[src/core/timecode_pkg.sv]
// shared constants and helpers of the pulse-width time code encoder
package timecode_pkg;
	// register offsets, bit positions and reset values
	localparam logic [31:0] CONTROL_OFFSET = 32'h0000_0000;
	localparam logic [31:0] STATUS_OFFSET = 32'h0000_0004;
	localparam logic [31:0] VERSION_OFFSET = 32'h0000_000c;
	localparam logic [31:0] CORRECTION_OFFSET = 32'h0000_0010;
	localparam int ENABLE_BIT = 0;
	localparam int ERROR_BIT = 0;
	localparam int OFFSET_SIGN_BIT = 31;
	localparam int OFFSET_SECONDS_W = 31;
	localparam logic [31:0] CONTROL_RESET = 32'h0000_0000;
	localparam logic [31:0] CORRECTION_RESET = 32'h0000_0000;
	localparam logic [1:0] RESP_OKAY = 2'h0;
	localparam logic [1:0] RESP_DECERR = 2'h3;

	// symbol timing, printed in milliseconds, applied in nanoseconds
	localparam int SYMBOL_PERIOD_MS = 1000;
	localparam int ZERO_PULSE_MS = 100;
	localparam int ONE_PULSE_MS = 200;
	localparam int NS_PER_MS = 1000000;
	localparam logic [31:0] NS_PER_SECOND = 32'(SYMBOL_PERIOD_MS * NS_PER_MS);
	localparam logic [31:0] ZERO_PULSE_NS = 32'(ZERO_PULSE_MS * NS_PER_MS);
	localparam logic [31:0] ONE_PULSE_NS = 32'(ONE_PULSE_MS * NS_PER_MS);
	localparam int CLK_PERIOD_NS = 4;
	localparam int PIPE_STAGES = 2;

	// frame layout, bit index within the minute
	localparam int FRAME_LEN = 60;
	localparam int WEATHER_LSB = 1;
	localparam int WEATHER_W = 14;
	localparam int CALL_BIT = 15;
	localparam int DST_CHANGE_BIT = 16;
	localparam int DST_A_BIT = 17;
	localparam int DST_B_BIT = 18;
	localparam int LEAP_BIT = 19;
	localparam int START_BIT = 20;
	localparam int MINUTE_LSB = 21;
	localparam int MINUTE_PAR_BIT = 28;
	localparam int HOUR_LSB = 29;
	localparam int HOUR_PAR_BIT = 35;
	localparam int DAY_LSB = 36;
	localparam int WEEKDAY_LSB = 42;
	localparam int MONTH_LSB = 45;
	localparam int YEAR_LSB = 50;
	localparam int DATE_PAR_BIT = 58;
	localparam logic [5:0] MARKER_INDEX = 6'd59;
	localparam logic [5:0] FIRST_INDEX = 6'd0;

	// calendar conversion
	localparam logic [31:0] SECONDS_PER_DAY = 32'd86400;
	localparam logic [31:0] SECONDS_PER_HOUR = 32'd3600;
	localparam logic [31:0] SECONDS_PER_MINUTE = 32'd60;
	localparam logic [31:0] LOOKAHEAD_SECONDS = 32'd61;
	localparam logic [15:0] DAYS_PER_WEEK = 16'd7;
	localparam logic [15:0] DAYS_PER_YEAR = 16'd365;
	localparam logic [15:0] DAYS_PER_LEAP_YEAR = 16'd366;
	localparam logic [11:0] EPOCH_YEAR = 12'd1970;
	localparam logic [11:0] CENTURY = 12'd100;
	localparam logic [15:0] EPOCH_WEEKDAY_BIAS = 16'd3;

	function automatic logic [7:0] to_bcd(input logic [6:0] value);
		return {4'(value / 7'd10), 4'(value % 7'd10)};
	endfunction

	function automatic logic [15:0] month_days(input logic [3:0] month, input logic leap);
		case (month)
			4'h2: return leap ? 16'd29 : 16'd28;
			4'h4, 4'h6, 4'h9, 4'hb: return 16'd30;
			default: return 16'd31;
		endcase
	endfunction
endpackage

[src/core/time_of_day_converter.sv]
// sequential conversion of civil seconds since 1970 into calendar fields
module time_of_day_converter
	import timecode_pkg::*;
(
	input wire logic sys_clk,
	input wire logic rst_n,
	input wire logic start,
	input wire logic [31:0] seconds,
	output logic busy,
	output logic done,
	output logic [5:0] second,
	output logic [5:0] minute,
	output logic [4:0] hour,
	output logic [4:0] day,
	output logic [2:0] weekday,
	output logic [3:0] month,
	output logic [6:0] year
);
	typedef enum logic [2:0] {CV_IDLE, CV_DAYS, CV_HOURS, CV_MINUTES, CV_WEEK, CV_YEARS,
		CV_MONTHS} conv_state_t;

	conv_state_t state;
	logic [31:0] rest;
	logic [15:0] days;
	logic [15:0] week_rest;
	logic [11:0] year_full;
	logic [3:0] month_run;
	wire leap_year = (year_full[1:0] == 2'h0);
	wire [15:0] year_len = leap_year ? DAYS_PER_LEAP_YEAR : DAYS_PER_YEAR;
	wire [15:0] month_len = month_days(month_run, leap_year);

	assign busy = (state != CV_IDLE);

	// subtraction loops: slow but tiny, well under a millisecond at worst
	always_ff @(posedge sys_clk)
	begin
		if (!rst_n)
		begin
			state <= CV_IDLE;
			done <= 1'b0;
			rest <= 32'h0;
			days <= 16'h0;
			week_rest <= 16'h0;
			year_full <= EPOCH_YEAR;
			month_run <= 4'h1;
			second <= 6'h0;
			minute <= 6'h0;
			hour <= 5'h0;
			day <= 5'h1;
			weekday <= 3'h1;
			month <= 4'h1;
			year <= 7'h0;
		end
		else
		begin
			done <= 1'b0;
			case (state)
				CV_IDLE:
					if (start)
					begin
						rest <= seconds;
						days <= 16'h0;
						year_full <= EPOCH_YEAR;
						month_run <= 4'h1;
						hour <= 5'h0;
						minute <= 6'h0;
						state <= CV_DAYS;
					end
				CV_DAYS:
					if (rest >= SECONDS_PER_DAY)
					begin
						rest <= rest - SECONDS_PER_DAY;
						days <= days + 16'd1;
					end
					else
					begin
						week_rest <= days + EPOCH_WEEKDAY_BIAS;
						state <= CV_HOURS;
					end
				CV_HOURS:
					if (rest >= SECONDS_PER_HOUR)
					begin
						rest <= rest - SECONDS_PER_HOUR;
						hour <= hour + 5'd1;
					end
					else
						state <= CV_MINUTES;
				CV_MINUTES:
					if (rest >= SECONDS_PER_MINUTE)
					begin
						rest <= rest - SECONDS_PER_MINUTE;
						minute <= minute + 6'd1;
					end
					else
					begin
						second <= rest[5:0];
						state <= CV_WEEK;
					end
				CV_WEEK:
					if (week_rest >= DAYS_PER_WEEK)
						week_rest <= week_rest - DAYS_PER_WEEK;
					else
					begin
						weekday <= week_rest[2:0] + 3'd1;
						state <= CV_YEARS;
					end
				CV_YEARS:
					if (days >= year_len)
					begin
						days <= days - year_len;
						year_full <= year_full + 12'd1;
					end
					else
						state <= CV_MONTHS;
				CV_MONTHS:
					if (days >= month_len)
					begin
						days <= days - month_len;
						month_run <= month_run + 4'd1;
					end
					else
					begin
						day <= days[4:0] + 5'd1;
						month <= month_run;
						year <= 7'(year_full % CENTURY);
						done <= 1'b1;
						state <= CV_IDLE;
					end
				default:
					state <= CV_IDLE;
			endcase
		end
	end
endmodule

[src/core/timecode_pwm_dc_level_shift_output_encoder.sv]
// minute frame time code encoder with register slave and jump supervision
module timecode_pwm_dc_level_shift_output_encoder
	import timecode_pkg::*;
#(
	parameter bit STATIC_CONFIG = 1'b0,
	parameter int OUTPUT_DELAY_NS = 0,
	parameter logic [7:0] VERSION_MAJOR = 8'h01,
	parameter logic [7:0] VERSION_MINOR = 8'h00,
	parameter logic [15:0] VERSION_BUILD = 16'h0000
)
(
	input wire logic sys_clk,
	input wire logic rst_n,
	input wire logic [31:0] ref_seconds,
	input wire logic [31:0] ref_nanoseconds,
	input wire logic static_enable,
	input wire logic static_offset_sign,
	input wire logic [30:0] static_offset_seconds,
	input wire logic [13:0] weather_info,
	input wire logic dst_change_announce,
	input wire logic dst_state_a,
	input wire logic dst_state_b,
	input wire logic leap_announce,
	input wire logic [31:0] s_axi_awaddr,
	input wire logic s_axi_awvalid,
	output logic s_axi_awready,
	input wire logic [31:0] s_axi_wdata,
	input wire logic s_axi_wvalid,
	output logic s_axi_wready,
	output logic [1:0] s_axi_bresp,
	output logic s_axi_bvalid,
	input wire logic s_axi_bready,
	input wire logic [31:0] s_axi_araddr,
	input wire logic s_axi_arvalid,
	output logic s_axi_arready,
	output logic [31:0] s_axi_rdata,
	output logic [1:0] s_axi_rresp,
	output logic s_axi_rvalid,
	input wire logic s_axi_rready,
	output logic dc_level_shift_output,
	output logic error_status
);
	// two register stages sit between reference and pin, so they are advanced as well
	localparam logic [32:0] DELAY_TOTAL_NS = 33'(OUTPUT_DELAY_NS + PIPE_STAGES * CLK_PERIOD_NS);

	if (OUTPUT_DELAY_NS < 0 || DELAY_TOTAL_NS >= {1'b0, NS_PER_SECOND})
		$error("output delay must lie within one second");

	logic [31:0] control;
	logic [31:0] correction;
	logic sticky_error;

	// register slave: address and data taken together, no byte lanes
	wire write_take = s_axi_awvalid && s_axi_wvalid && !s_axi_bvalid;
	wire read_take = s_axi_arvalid && !s_axi_rvalid;
	wire wr_control = (s_axi_awaddr == CONTROL_OFFSET);
	wire wr_status = (s_axi_awaddr == STATUS_OFFSET);
	wire wr_correction = (s_axi_awaddr == CORRECTION_OFFSET);
	wire wr_mapped = wr_control || wr_status || wr_correction
		|| (s_axi_awaddr == VERSION_OFFSET);
	wire rd_control = (s_axi_araddr == CONTROL_OFFSET);
	wire rd_status = (s_axi_araddr == STATUS_OFFSET);
	wire rd_version = (s_axi_araddr == VERSION_OFFSET);
	wire rd_correction = (s_axi_araddr == CORRECTION_OFFSET);
	wire rd_mapped = rd_control || rd_status || rd_version || rd_correction;
	wire [31:0] version_word = {VERSION_MAJOR, VERSION_MINOR, VERSION_BUILD};
	wire [31:0] status_word = {31'h0, sticky_error};
	wire [31:0] read_word = rd_control ? {31'h0, control[ENABLE_BIT]}
		: rd_status ? status_word
		: rd_version ? version_word
		: rd_correction ? correction
		: 32'h0;
	wire error_clear = write_take && wr_status && s_axi_wdata[ERROR_BIT];

	assign s_axi_awready = write_take;
	assign s_axi_wready = write_take;
	assign s_axi_arready = read_take;

	always_ff @(posedge sys_clk)
	begin
		if (!rst_n)
		begin
			control <= CONTROL_RESET;
			correction <= CORRECTION_RESET;
			s_axi_bvalid <= 1'b0;
			s_axi_bresp <= RESP_OKAY;
		end
		else
		begin
			if (write_take && wr_control)
				control <= s_axi_wdata;
			if (write_take && wr_correction)
				correction <= s_axi_wdata;
			if (write_take)
			begin
				s_axi_bvalid <= 1'b1;
				s_axi_bresp <= wr_mapped ? RESP_OKAY : RESP_DECERR;
			end
			else if (s_axi_bready)
				s_axi_bvalid <= 1'b0;
		end
	end

	always_ff @(posedge sys_clk)
	begin
		if (!rst_n)
		begin
			s_axi_rvalid <= 1'b0;
			s_axi_rdata <= 32'h0;
			s_axi_rresp <= RESP_OKAY;
		end
		else if (read_take)
		begin
			s_axi_rvalid <= 1'b1;
			s_axi_rdata <= read_word;
			s_axi_rresp <= rd_mapped ? RESP_OKAY : RESP_DECERR;
		end
		else if (s_axi_rready)
			s_axi_rvalid <= 1'b0;
	end

	// configuration source: registers or static inputs
	wire enable = STATIC_CONFIG ? static_enable : control[ENABLE_BIT];
	wire offset_sign = STATIC_CONFIG ? static_offset_sign : correction[OFFSET_SIGN_BIT];
	wire [30:0] offset_seconds = STATIC_CONFIG ? static_offset_seconds
		: correction[OFFSET_SECONDS_W-1:0];

	// time jump supervision on the raw reference
	logic [31:0] prev_ref_sec;
	logic [31:0] prev_ref_ns;
	logic ref_seen;
	wire jump = ref_seen && enable
		&& (((ref_seconds == prev_ref_sec) && (ref_nanoseconds < prev_ref_ns))
		|| ((ref_seconds != prev_ref_sec) && (ref_seconds != prev_ref_sec + 32'd1)));

	// advance the reference by the compensation delay
	wire [32:0] ns_sum = {1'b0, ref_nanoseconds} + DELAY_TOTAL_NS;
	wire ns_wrap = (ns_sum >= {1'b0, NS_PER_SECOND});
	wire [31:0] adv_ns = ns_wrap ? 32'(ns_sum - {1'b0, NS_PER_SECOND}) : ns_sum[31:0];
	wire [31:0] adv_sec = ns_wrap ? ref_seconds + 32'd1 : ref_seconds;

	logic [31:0] sh_sec;
	logic [31:0] sh_ns;
	logic [31:0] prev_sh_sec;
	wire tick = (sh_sec != prev_sh_sec);
	// signed offset: sign set means the seconds are taken away
	wire [31:0] civil_sec = offset_sign ? sh_sec - {1'b0, offset_seconds}
		: sh_sec + {1'b0, offset_seconds};

	always_ff @(posedge sys_clk)
	begin
		if (!rst_n)
		begin
			prev_ref_sec <= 32'h0;
			prev_ref_ns <= 32'h0;
			ref_seen <= 1'b0;
			sh_sec <= 32'h0;
			sh_ns <= 32'h0;
			prev_sh_sec <= 32'h0;
		end
		else
		begin
			prev_ref_sec <= ref_seconds;
			prev_ref_ns <= ref_nanoseconds;
			ref_seen <= 1'b1;
			sh_sec <= adv_sec;
			sh_ns <= adv_ns;
			prev_sh_sec <= sh_sec;
		end
	end

	// converter works one second ahead, fields describe the next minute start
	logic conv_busy;
	logic conv_done;
	logic [5:0] cv_second;
	logic [5:0] cv_minute;
	logic [4:0] cv_hour;
	logic [4:0] cv_day;
	logic [2:0] cv_weekday;
	logic [3:0] cv_month;
	logic [6:0] cv_year;
	logic conv_ok;
	logic conv_discard;

	time_of_day_converter converter (
		.sys_clk(sys_clk),
		.rst_n(rst_n),
		.start(tick && !jump),
		.seconds(civil_sec + LOOKAHEAD_SECONDS),
		.busy(conv_busy),
		.done(conv_done),
		.second(cv_second),
		.minute(cv_minute),
		.hour(cv_hour),
		.day(cv_day),
		.weekday(cv_weekday),
		.month(cv_month),
		.year(cv_year)
	);

	wire [7:0] bcd_minute = to_bcd({1'b0, cv_minute});
	wire [7:0] bcd_hour = to_bcd({2'h0, cv_hour});
	wire [7:0] bcd_day = to_bcd({2'h0, cv_day});
	wire [7:0] bcd_month = to_bcd({3'h0, cv_month});
	wire [7:0] bcd_year = to_bcd(cv_year);
	wire [FRAME_LEN-1:0] frame_next;

	assign frame_next[0] = 1'b0;
	assign frame_next[WEATHER_LSB +: WEATHER_W] = weather_info;
	assign frame_next[CALL_BIT] = 1'b0;
	assign frame_next[DST_CHANGE_BIT] = dst_change_announce;
	assign frame_next[DST_A_BIT] = dst_state_a;
	assign frame_next[DST_B_BIT] = dst_state_b;
	assign frame_next[LEAP_BIT] = leap_announce;
	assign frame_next[START_BIT] = 1'b1;
	assign frame_next[MINUTE_LSB +: 7] = bcd_minute[6:0];
	assign frame_next[MINUTE_PAR_BIT] = ^bcd_minute[6:0];
	assign frame_next[HOUR_LSB +: 6] = bcd_hour[5:0];
	assign frame_next[HOUR_PAR_BIT] = ^bcd_hour[5:0];
	assign frame_next[DAY_LSB +: 6] = bcd_day[5:0];
	assign frame_next[WEEKDAY_LSB +: 3] = cv_weekday;
	assign frame_next[MONTH_LSB +: 5] = bcd_month[4:0];
	assign frame_next[YEAR_LSB +: 8] = bcd_year;
	assign frame_next[DATE_PAR_BIT] = ^{bcd_day[5:0], cv_weekday, bcd_month[4:0], bcd_year};
	assign frame_next[MARKER_INDEX] = 1'b0;

	// symbol sequencing; a new frame only starts on a minute boundary
	logic [FRAME_LEN-1:0] frame;
	logic frame_valid;
	logic [5:0] symbol_index;
	wire load_frame = tick && conv_ok && enable && (cv_second == FIRST_INDEX);
	wire next_valid = jump || !enable ? 1'b0
		: load_frame ? 1'b1
		: tick && !conv_ok ? 1'b0
		: frame_valid;
	wire [5:0] next_index = tick && conv_ok ? cv_second : symbol_index;
	wire next_bit = load_frame ? frame_next[next_index] : frame[next_index];
	wire [31:0] pulse_ns = next_bit ? ONE_PULSE_NS : ZERO_PULSE_NS;
	// reference nanoseconds are compared every clock, so widths follow corrections
	wire next_out = next_valid && (next_index != MARKER_INDEX)
		&& (sh_ns < pulse_ns);

	always_ff @(posedge sys_clk)
	begin
		if (!rst_n)
		begin
			frame <= '0;
			frame_valid <= 1'b0;
			symbol_index <= FIRST_INDEX;
			conv_ok <= 1'b0;
			conv_discard <= 1'b0;
			dc_level_shift_output <= 1'b0;
		end
		else
		begin
			if (load_frame)
				frame <= frame_next;
			frame_valid <= next_valid;
			symbol_index <= next_index;
			dc_level_shift_output <= next_out;
			// a result started before a jump describes the wrong time
			if (jump || tick)
				conv_ok <= 1'b0;
			else if (conv_done && !conv_discard)
				conv_ok <= 1'b1;
			if (jump && conv_busy)
				conv_discard <= 1'b1;
			else if (conv_done)
				conv_discard <= 1'b0;
		end
	end

	// sticky error: a new event wins over a clear in the same cycle
	always_ff @(posedge sys_clk)
	begin
		if (!rst_n)
			sticky_error <= 1'b0;
		else if (jump)
			sticky_error <= 1'b1;
		else if (error_clear)
			sticky_error <= 1'b0;
	end

	assign error_status = sticky_error;
endmodule

[config.mk]
export PLATFORM = sky130hd
export DESIGN_NAME = timecode_pwm_dc_level_shift_output_encoder
export DESIGN_NICKNAME = d
export VERILOG_FILES = /design/src/core/timecode_pkg.sv /design/src/core/time_of_day_converter.sv /design/src/core/timecode_pwm_dc_level_shift_output_encoder.sv
export SDC_FILE = /design/constraint.sdc
export NUM_CORES = 1
export LEC_CHECK = 0
export ABC_AREA = 1
export BUFFER_PORTS_ARGS = -buffer_cell sky130_fd_sc_hd__buf_2
export CORE_ASPECT_RATIO = 0.75
export CORE_MARGIN = 2
export CORE_UTILIZATION = 50
export DETAILED_ROUTE_END_ITERATION = 6
export PLACE_DENSITY = 0.69
export SKIP_LAST_GASP = 1
export SLEW_MARGIN = 10
export SYNTH_ARGS = -nofsm -noshare
export SYNTH_HDL_FRONTEND = slang
export SYNTH_SLANG_ARGS = --single-unit
[constraint.sdc]
create_clock -name sys_clk -period 6.9 [get_ports sys_clk]
set_input_delay 0.345 -clock sys_clk [delete_from_list [all_inputs] [get_ports sys_clk]]
set_output_delay 0.345 -clock sys_clk [all_outputs]
set_load 0.01 [all_outputs]
==> results_dict.tcl, run 1 <==
set metrics [dict create \
    die_y_um 210 \
    r2r-end "dc_level_shift_output$_SDFF_PN0_" \
    critPathRequiredTime_ps 7440 \
    synth-async-reset-ratio 0 \
    final_util 0.564 \
    critPathMostFrequentCell "nand2_1" \
    critical_path_arrival_ps 6490 \
    root_buffer "clkbuf_16" \
    cts_tree "done" \
    status "completed" \
    syn_avg_cell_area_um2 6.45 \
    critPathMaxStageDelay_ps 770 \
    tns_ps 0 \
    cap_violations 0 \
    grt_pass1_vias 25600 \
    hold_buffers 29 \
    die_area_mm2 0.0586 \
    port_buffers 227 \
    synth_edf_count 0 \
    holdPathStages 3 \
    grt_max_degree 157 \
    yosysTopAreaCellShare 0.290 \
    cts_buffer_depth 3 \
    cts_setup_buffers 0 \
    hp-class "primary input to register" \
    grt_setup_unrepaired "false" \
    startpoint_type "register" \
    power_frac_seq 0.299 \
    cp_max_fo 8 \
    yosysTopAreaCell "dfxtp_1" \
    syn_to_final_growth_pct 11.5 \
    hold_viol 0 \
    htreeDepth 2 \
    drt_wl_total_um 79200 \
    max_slew_margin 0.263 \
    p_leak_nw 14.8 \
    gp_congestion 0.930 \
    reg2reg_slack_ps 950 \
    p_total_mw 9.86 \
    post_cts_resized 0 \
    syn_nets 4720 \
    firstDrtPassIters 6 \
    ys_seq_area_frac 0.290 \
    ios 261 \
    initial_core_util 0.506 \
    p_switching_mw 4.35 \
    layout.nets 4871 \
    finalSetupViolations 0 \
    dpl-instance-area_mm2 0.0297 \
    syn_inst 4389 \
    finClkSkew_ps 36.6 \
    grtUsageTotal 0.265 \
    drt_iter0_drc 2494 \
    r2r.worst_path.cells 27 \
    ys_warn_count 0 \
    synth_area_mm2 0.0283 \
    avgRoutedWirePerCell_um 14.9 \
    critPathSlowestCell "nor4_1" \
    max_freq_mhz 168 \
    antenna_found_initial 3 \
    core-area_mm2 0.0559 \
    grt_remaining_overflow 0 \
    swShare 0.442 \
    stdcell_area_mm2 0.0316 \
    period_share 0.862 \
    synth_cell_types 75 \
    r2r-start "sh_sec[29]$_SDFF_PN0_" \
    cp-end-kind "register" \
    dp_hpwl_um 58400 \
    holdWs_ps 24.6 \
    grt_pass1_wl_um 129000 \
    cellPowerDensity_mw_per_mm2 312 \
    slew_viol_final 0 \
    tightest_slew_ps 1100 \
    rows 75 \
    combPwrFrac 0.444 \
    clock_sinks 410 \
    path_clk_slew_ps 70 \
    hp-start "ref_nanoseconds[17]" \
    clkLatencyLatePin_ps 610 \
    synthTopCellsByArea "dfxtp_1 (29%), nand2_1 (12%), inv_1 (8.8%)" \
    hold_end "prev_ref_ns[17]$_SDFF_PN0_" \
    cts_buffers 44 \
    ant_nets 0 \
    drc 0 \
    drive_gt1_frac 0.0826 \
    die_x_um 279 \
    ir_worst_vdd_mv 0.308 \
    synth_ff_type "dfxtp_1" \
    num_vias 28300 \
    ys_ff_latch 410 \
    worstSetupPathType "register to register" \
    power_frac_clock 0.257 \
    period_needed_ps 5950 \
    internal_power_mw 5.50 \
    viasPerCell 5.33 \
]
==> sequential cells by signal, summed over array words and instances, names as in the netlist, 4 cells and up <==
name	flops
converter.year_full	12
symbol_index	6
s_axi_rdata	32
converter.month_run	4
prev_sh_sec	32
frame	57
converter.rest	32
converter.hour	5
converter.month	4
converter.year	7
converter.week_rest	16
converter.minute	6
correction	32
converter.days	16
sh_sec	32
converter.day	5
prev_ref_ns	32
sh_ns	24
converter.second	6
prev_ref_sec	32
==> power by group through the flow <==
stage / Sequential (mW) / Clock (mW) / Combinational [mW]
3_5_place_dp: 2.99 / 0 / 4.27
5_1_grt: 2.99 / 2.69 / 5.02
4_1_cts: 2.94 / 2.58 / 4.31
2_1_floorplan: 2.82 / 0 / 3.48
6_report: 2.95 / 2.53 / 4.37
3_3_place_gp: 2.99 / 0 / 4.23
==> per-layer routing <==
layer | share of wire | track usage | wire length [µm] | up-vias
li1 | - | - | - | 14600
met1 | 0.50 | 0.395 | 39300 | 12700
met2 | 0.41 | 0.404 | 32600 | 940
met3 | 0.074 | 0.0372 | 5870 | 102
met4 | 0.018 | 0.0573 | 1420 | 0
met5 | 0 | 0 | 0 | -
==> placed cells by master, fill, tap and decap left out, types with 6 or more instances in the layout <==
cell type and n:
bufinv_16 6, xnor2_1 83, ha_1 110, buf_2 226, nand4_1 88, dlygate4sd3_1 29, o221ai_1 7, a21boi_0 7
o21ai_1 6, nor3_1 102, nor4_1 51, a31oi_1 25, clkbuf_8 6, inv_1 666, nand2_2 9, dfxtp_1 410
a22oi_1 15, nor2_1 463, buf_4 17, o31ai_1 13, nand2_1 888, o2111ai_1 10, nor2_2 8, o21bai_1 15
o21ai_0 318, o22ai_1 18, clkbuf_16 44, a21oi_1 384, a211oi_1 14, xor2_1 202, nand3_1 183, o211ai_1 19
clkinv_2 10, o21a_1 7, or2_2 16
==> Yosys cell counts, types with 19 or more instances <==
master / instances
nand2_1: 889
inv_1: 666
nor2_1: 464
dfxtp_1: 410
a21oi_1: 384
o21ai_0: 318
xor2_1: 202
nand3_1: 183
clkbuf_1: 135
ha_1: 110
nor3_1: 102
nand4_1: 88
xnor2_1: 83
nor4_1: 51
a31oi_1: 25
o211ai_1: 19
==> cell families (layout without fill, tap and decap cells) <==
family,Yosys count,after routing,synth area share
other,0,1,0
xor gates and xnor gates,286,286,0.0887
DFF,410,410,0.290
and+or+nand+nor,1834,1834,0.276
AOI/OAI and AO/OA,898,898,0.176
adders and majority gates,113,113,0.0507
muxes,1,1,0.000354
buffers and inverters,847,1034,0.118
==> how the worst max path moves through the flow <==
stage | from | cells past startpoint | slack [ps] | end
floorplan | correction[0]$_SDFFE_PN0P_ | 33 | 2340 | converter.rest[30]$_SDFFE_PN0P_
global placement | correction[0]$_SDFFE_PN0P_ | 33 | 1200 | converter.rest[30]$_SDFFE_PN0P_
detailed placement | sh_sec[29]$_SDFF_PN0_ | 27 | 1130 | dc_level_shift_output$_SDFF_PN0_
CTS | sh_sec[29]$_SDFF_PN0_ | 27 | 1070 | dc_level_shift_output$_SDFF_PN0_
global route | correction[0]$_SDFFE_PN0P_ | 33 | 200 | converter.rest[30]$_SDFFE_PN0P_
finish | sh_sec[29]$_SDFF_PN0_ | 27 | 950 | dc_level_shift_output$_SDFF_PN0_
==> area by class of cell <==
cell class	count	area, µm²
diodes	1	2.50
clock buffers	54	1190
clock inverters	28	353
fillers	5547	24400
inverters	678	2560
multi-input cells	3132	16800
flip-flops and latches	410	8210
well taps	731	915
repair buffers	274	1580
==> critical path, delay by kind of cell, from the launching register on <==
kind | cells | cell delay, ps
simple gates | 15 | 3500
compound gates | 7 | 1110
buf+inv | 3 | 580
flops | 1 | 410
fa+ha+maj | 1 | 180
xor+xnor | 1 | 140
==> per-stage QoR <==
stage / setup WS (ps) / instances
floorplan: 2340 / 4389
global placement: 1200 / 5196
detailed placement: 1130 / 5196
CTS: 1070 / 5307
global route: 201 / 5308
finish: 954 / 5308
(Power assumes the default switching activity.)
==> run 2, diff against run 1 <==
--- a/config.mk
+++ b/config.mk
@@ -5,10 +5,8 @@
 export SDC_FILE = /design/constraint.sdc
 export NUM_CORES = 1
 export LEC_CHECK = 0
-export ABC_AREA = 1
 export BUFFER_PORTS_ARGS = -buffer_cell sky130_fd_sc_hd__buf_2
 export CORE_ASPECT_RATIO = 0.75
-export CORE_MARGIN = 2
 export CORE_UTILIZATION = 50
 export DETAILED_ROUTE_END_ITERATION = 6
 export PLACE_DENSITY = 0.69
==> run 2 against run 1 <==
Fmax up 0.78%; critical path depth down 6; clock power about the same; highest routed layer is now met5.
==> results_dict.tcl, run 2 <==
set metrics [dict create \
    status "completed" \
    grt_remaining_overflow 0 \
    core-area_mm2 0.0543 \
    syn_inst 3602 \
    synth_area_mm2 0.0275 \
    syn_avg_cell_area_um2 7.63 \
    htreeDepth 2 \
    finClkSkew_ps 33.4 \
    critPathRequiredTime_ps 7410 \
    clkLatencyLatePin_ps 600 \
    rows 74 \
    antennaDiodeCount 0 \
    final_common_cell "dfxtp_1" \
    layout.nets 4057 \
    grt_pass1_wl_um 122000 \
    r2r.worst_path.cells 21 \
    port_buffers 227 \
    met3_usage 0.0449 \
    tns_ps 0 \
    dp_hpwl_um 54400 \
    synth_edf_count 0 \
    max_freq_mhz 169 \
    drive_gt1_frac 0.111 \
    cts_buffers 45 \
    cap_violations 0 \
    antenna_found_initial 2 \
    drt_iter0_drc 2198 \
    critical_path_arrival_ps 6410 \
    cellPowerDensity_mw_per_mm2 250 \
    max_slew_margin 0.225 \
    synthTopCellsByArea "dfxtp_1 (30%), xnor2_1 (6.9%), nor2_1 (5.5%)" \
    ir_worst_vdd_mv 0.178 \
    yosysTopAreaCellShare 0.298 \
    initial_core_util 0.506 \
    synth_ff_type "dfxtp_1" \
    holdWs_ps 24.1 \
    cts_tree "done" \
    cp-end-kind "register" \
    drc 0 \
    most-common-layout-cells "dfxtp_1 (410), nor2_1 (402), nand2_1 (366), a21oi_1 (288), buf_2 (226)" \
    grtUsageTotal 0.265 \
    slew_viol_final 0 \
    p_total_mw 7.73 \
    grt_pass1_vias 23300 \
    path_clk_slew_ps 60 \
    period_share 0.855 \
    yosysTopAreaCell "dfxtp_1" \
    die_y_um 205 \
    final_util 0.570 \
    die_x_um 273 \
    hp-class "primary input to register" \
    firstDrtPassIters 6 \
    clock_sinks 410 \
    avgRoutedWirePerCell_um 16.8 \
    cp_max_fo 11 \
    grt_setup_unrepaired "false" \
    ys_seq_area_frac 0.298 \
    synth_cell_types 105 \
    drt_wl_total_um 75400 \
    largest_reg_flops 57 \
    synth.most_common_cell "dfxtp_1" \
    hold_viol 0 \
    die_area_mm2 0.0559 \
    holdPathStages 3 \
    cts_buffer_depth 3 \
    gp_congestion 0.926 \
    ios 261 \
    viasPerCell 5.75 \
    ys_ff_latch 410 \
    grt_max_degree 128 \
    worstSetupPathType "register to register" \
    cts_setup_buffers 0 \
    finalSetupViolations 0 \
    ys_warn_count 0 \
    top_usage_layer "met2" \
    syn_to_final_growth_pct 12.6 \
    num_vias 25800 \
    startpoint_type "register" \
    syn_nets 3933 \
    root_buffer "clkbuf_16" \
    ant_nets 0 \
    tightest_slew_ps 1160 \
    regMostFlops "frame" \
    p_leak_nw 11.8 \
    synthTopCellsByCount "dfxtp_1 (410), nor2_1 (404), nand2_1 (366)" \
    grt_use_met1 0.387 \
    synth-async-reset-ratio 0 \
    met2_usage 0.397 \
    period_needed_ps 5900 \
]
[run 2: cells by family after synthesis]
family          share of synthesized area
simple gates                        0.257
compound gates                      0.210
flops                               0.298
buf+inv                            0.0491
xor+xnor                            0.100
fa+ha+maj                          0.0522
mux                                0.0326
[run 2: worst max-delay path, stage by stage (launching register included)]
cell and delay [ps]:
dfxtp_1 330, xnor2_1 310, nand4_1 200, nor4_1 370, nand2_1 250, nand2_1 450, mux2i_2 740, buf_4 320
mux4_2 210, nor2b_1 130, a211oi_1 60, a211oi_1 240, a21oi_1 90, mux2_2 420, ha_1 210, or4_1 570
o311a_1 310, o21ai_0 180, a211oi_1 100, o21ai_0 150, a21oi_1 60, nor2_1 110
[run 2: timing repair]
action                                 in CTS  in global routing
hold buffers                               50                  0
endpoints found under the hold margin      50                  0
gates resized for setup                     0                  0
[run 2: layer usage]
metal,wire (µm),part of all wire,vias up
met3,5290,0.070,103
li1,-,-,13000
met2,31500,0.42,813
met5,14,0.00019,-
met4,1880,0.025,2
met1,36800,0.49,11900
[run 2: worst paths after layout]
check	slack [ps]	startpoint	to
setup / recovery	1000	sh_sec[29]$_SDFF_PN0_	dc_level_shift_output$_SDFF_PN0_
setup reg to reg	1000	sh_sec[29]$_SDFF_PN0_	dc_level_shift_output$_SDFF_PN0_
hold / removal	20	s_axi_wdata[9]	correction[9]$_SDFFE_PN0P_
hold reg to reg	450	frame[22]$_SDFFE_PN0P_	frame[22]$_SDFFE_PN0P_
[run 2: area by class of cell]
cell class                 instances  area [µm²]
clock buffer                      60        1310
clock inverter                    21         259
fill                            5044       23400
inverter                         126         480
multi-input combinational       2843       18000
sequential                       410        8210
tap                              722         903
timing repair buffer             300        1810
[run 2: through the flow]
| step | cell area (µm²) | setup slack, ps | std cells |
|---|---|---|---|
| floorplan | 27500 | 1980 | 3602 |
| global placement | 28900 | 1080 | 4351 |
| detailed placement | 28900 | 1010 | 4351 |
| CTS | 31000 | 956 | 4482 |
| global route | 31000 | 521 | 4482 |
| finish | 31000 | 1000 | 4482 |
[run 2: where the power goes]
part | total (mW) | leakage (nW) | switching, mW | internal, mW
Clock | 2.55 | 0.764 | 1.05 | 1.50
Sequential | 2.83 | 3.35 | 0.290 | 2.54
Combinational | 2.35 | 7.72 | 1.45 | 0.896
Total | 7.73 | 11.8 | 2.80 | 4.93
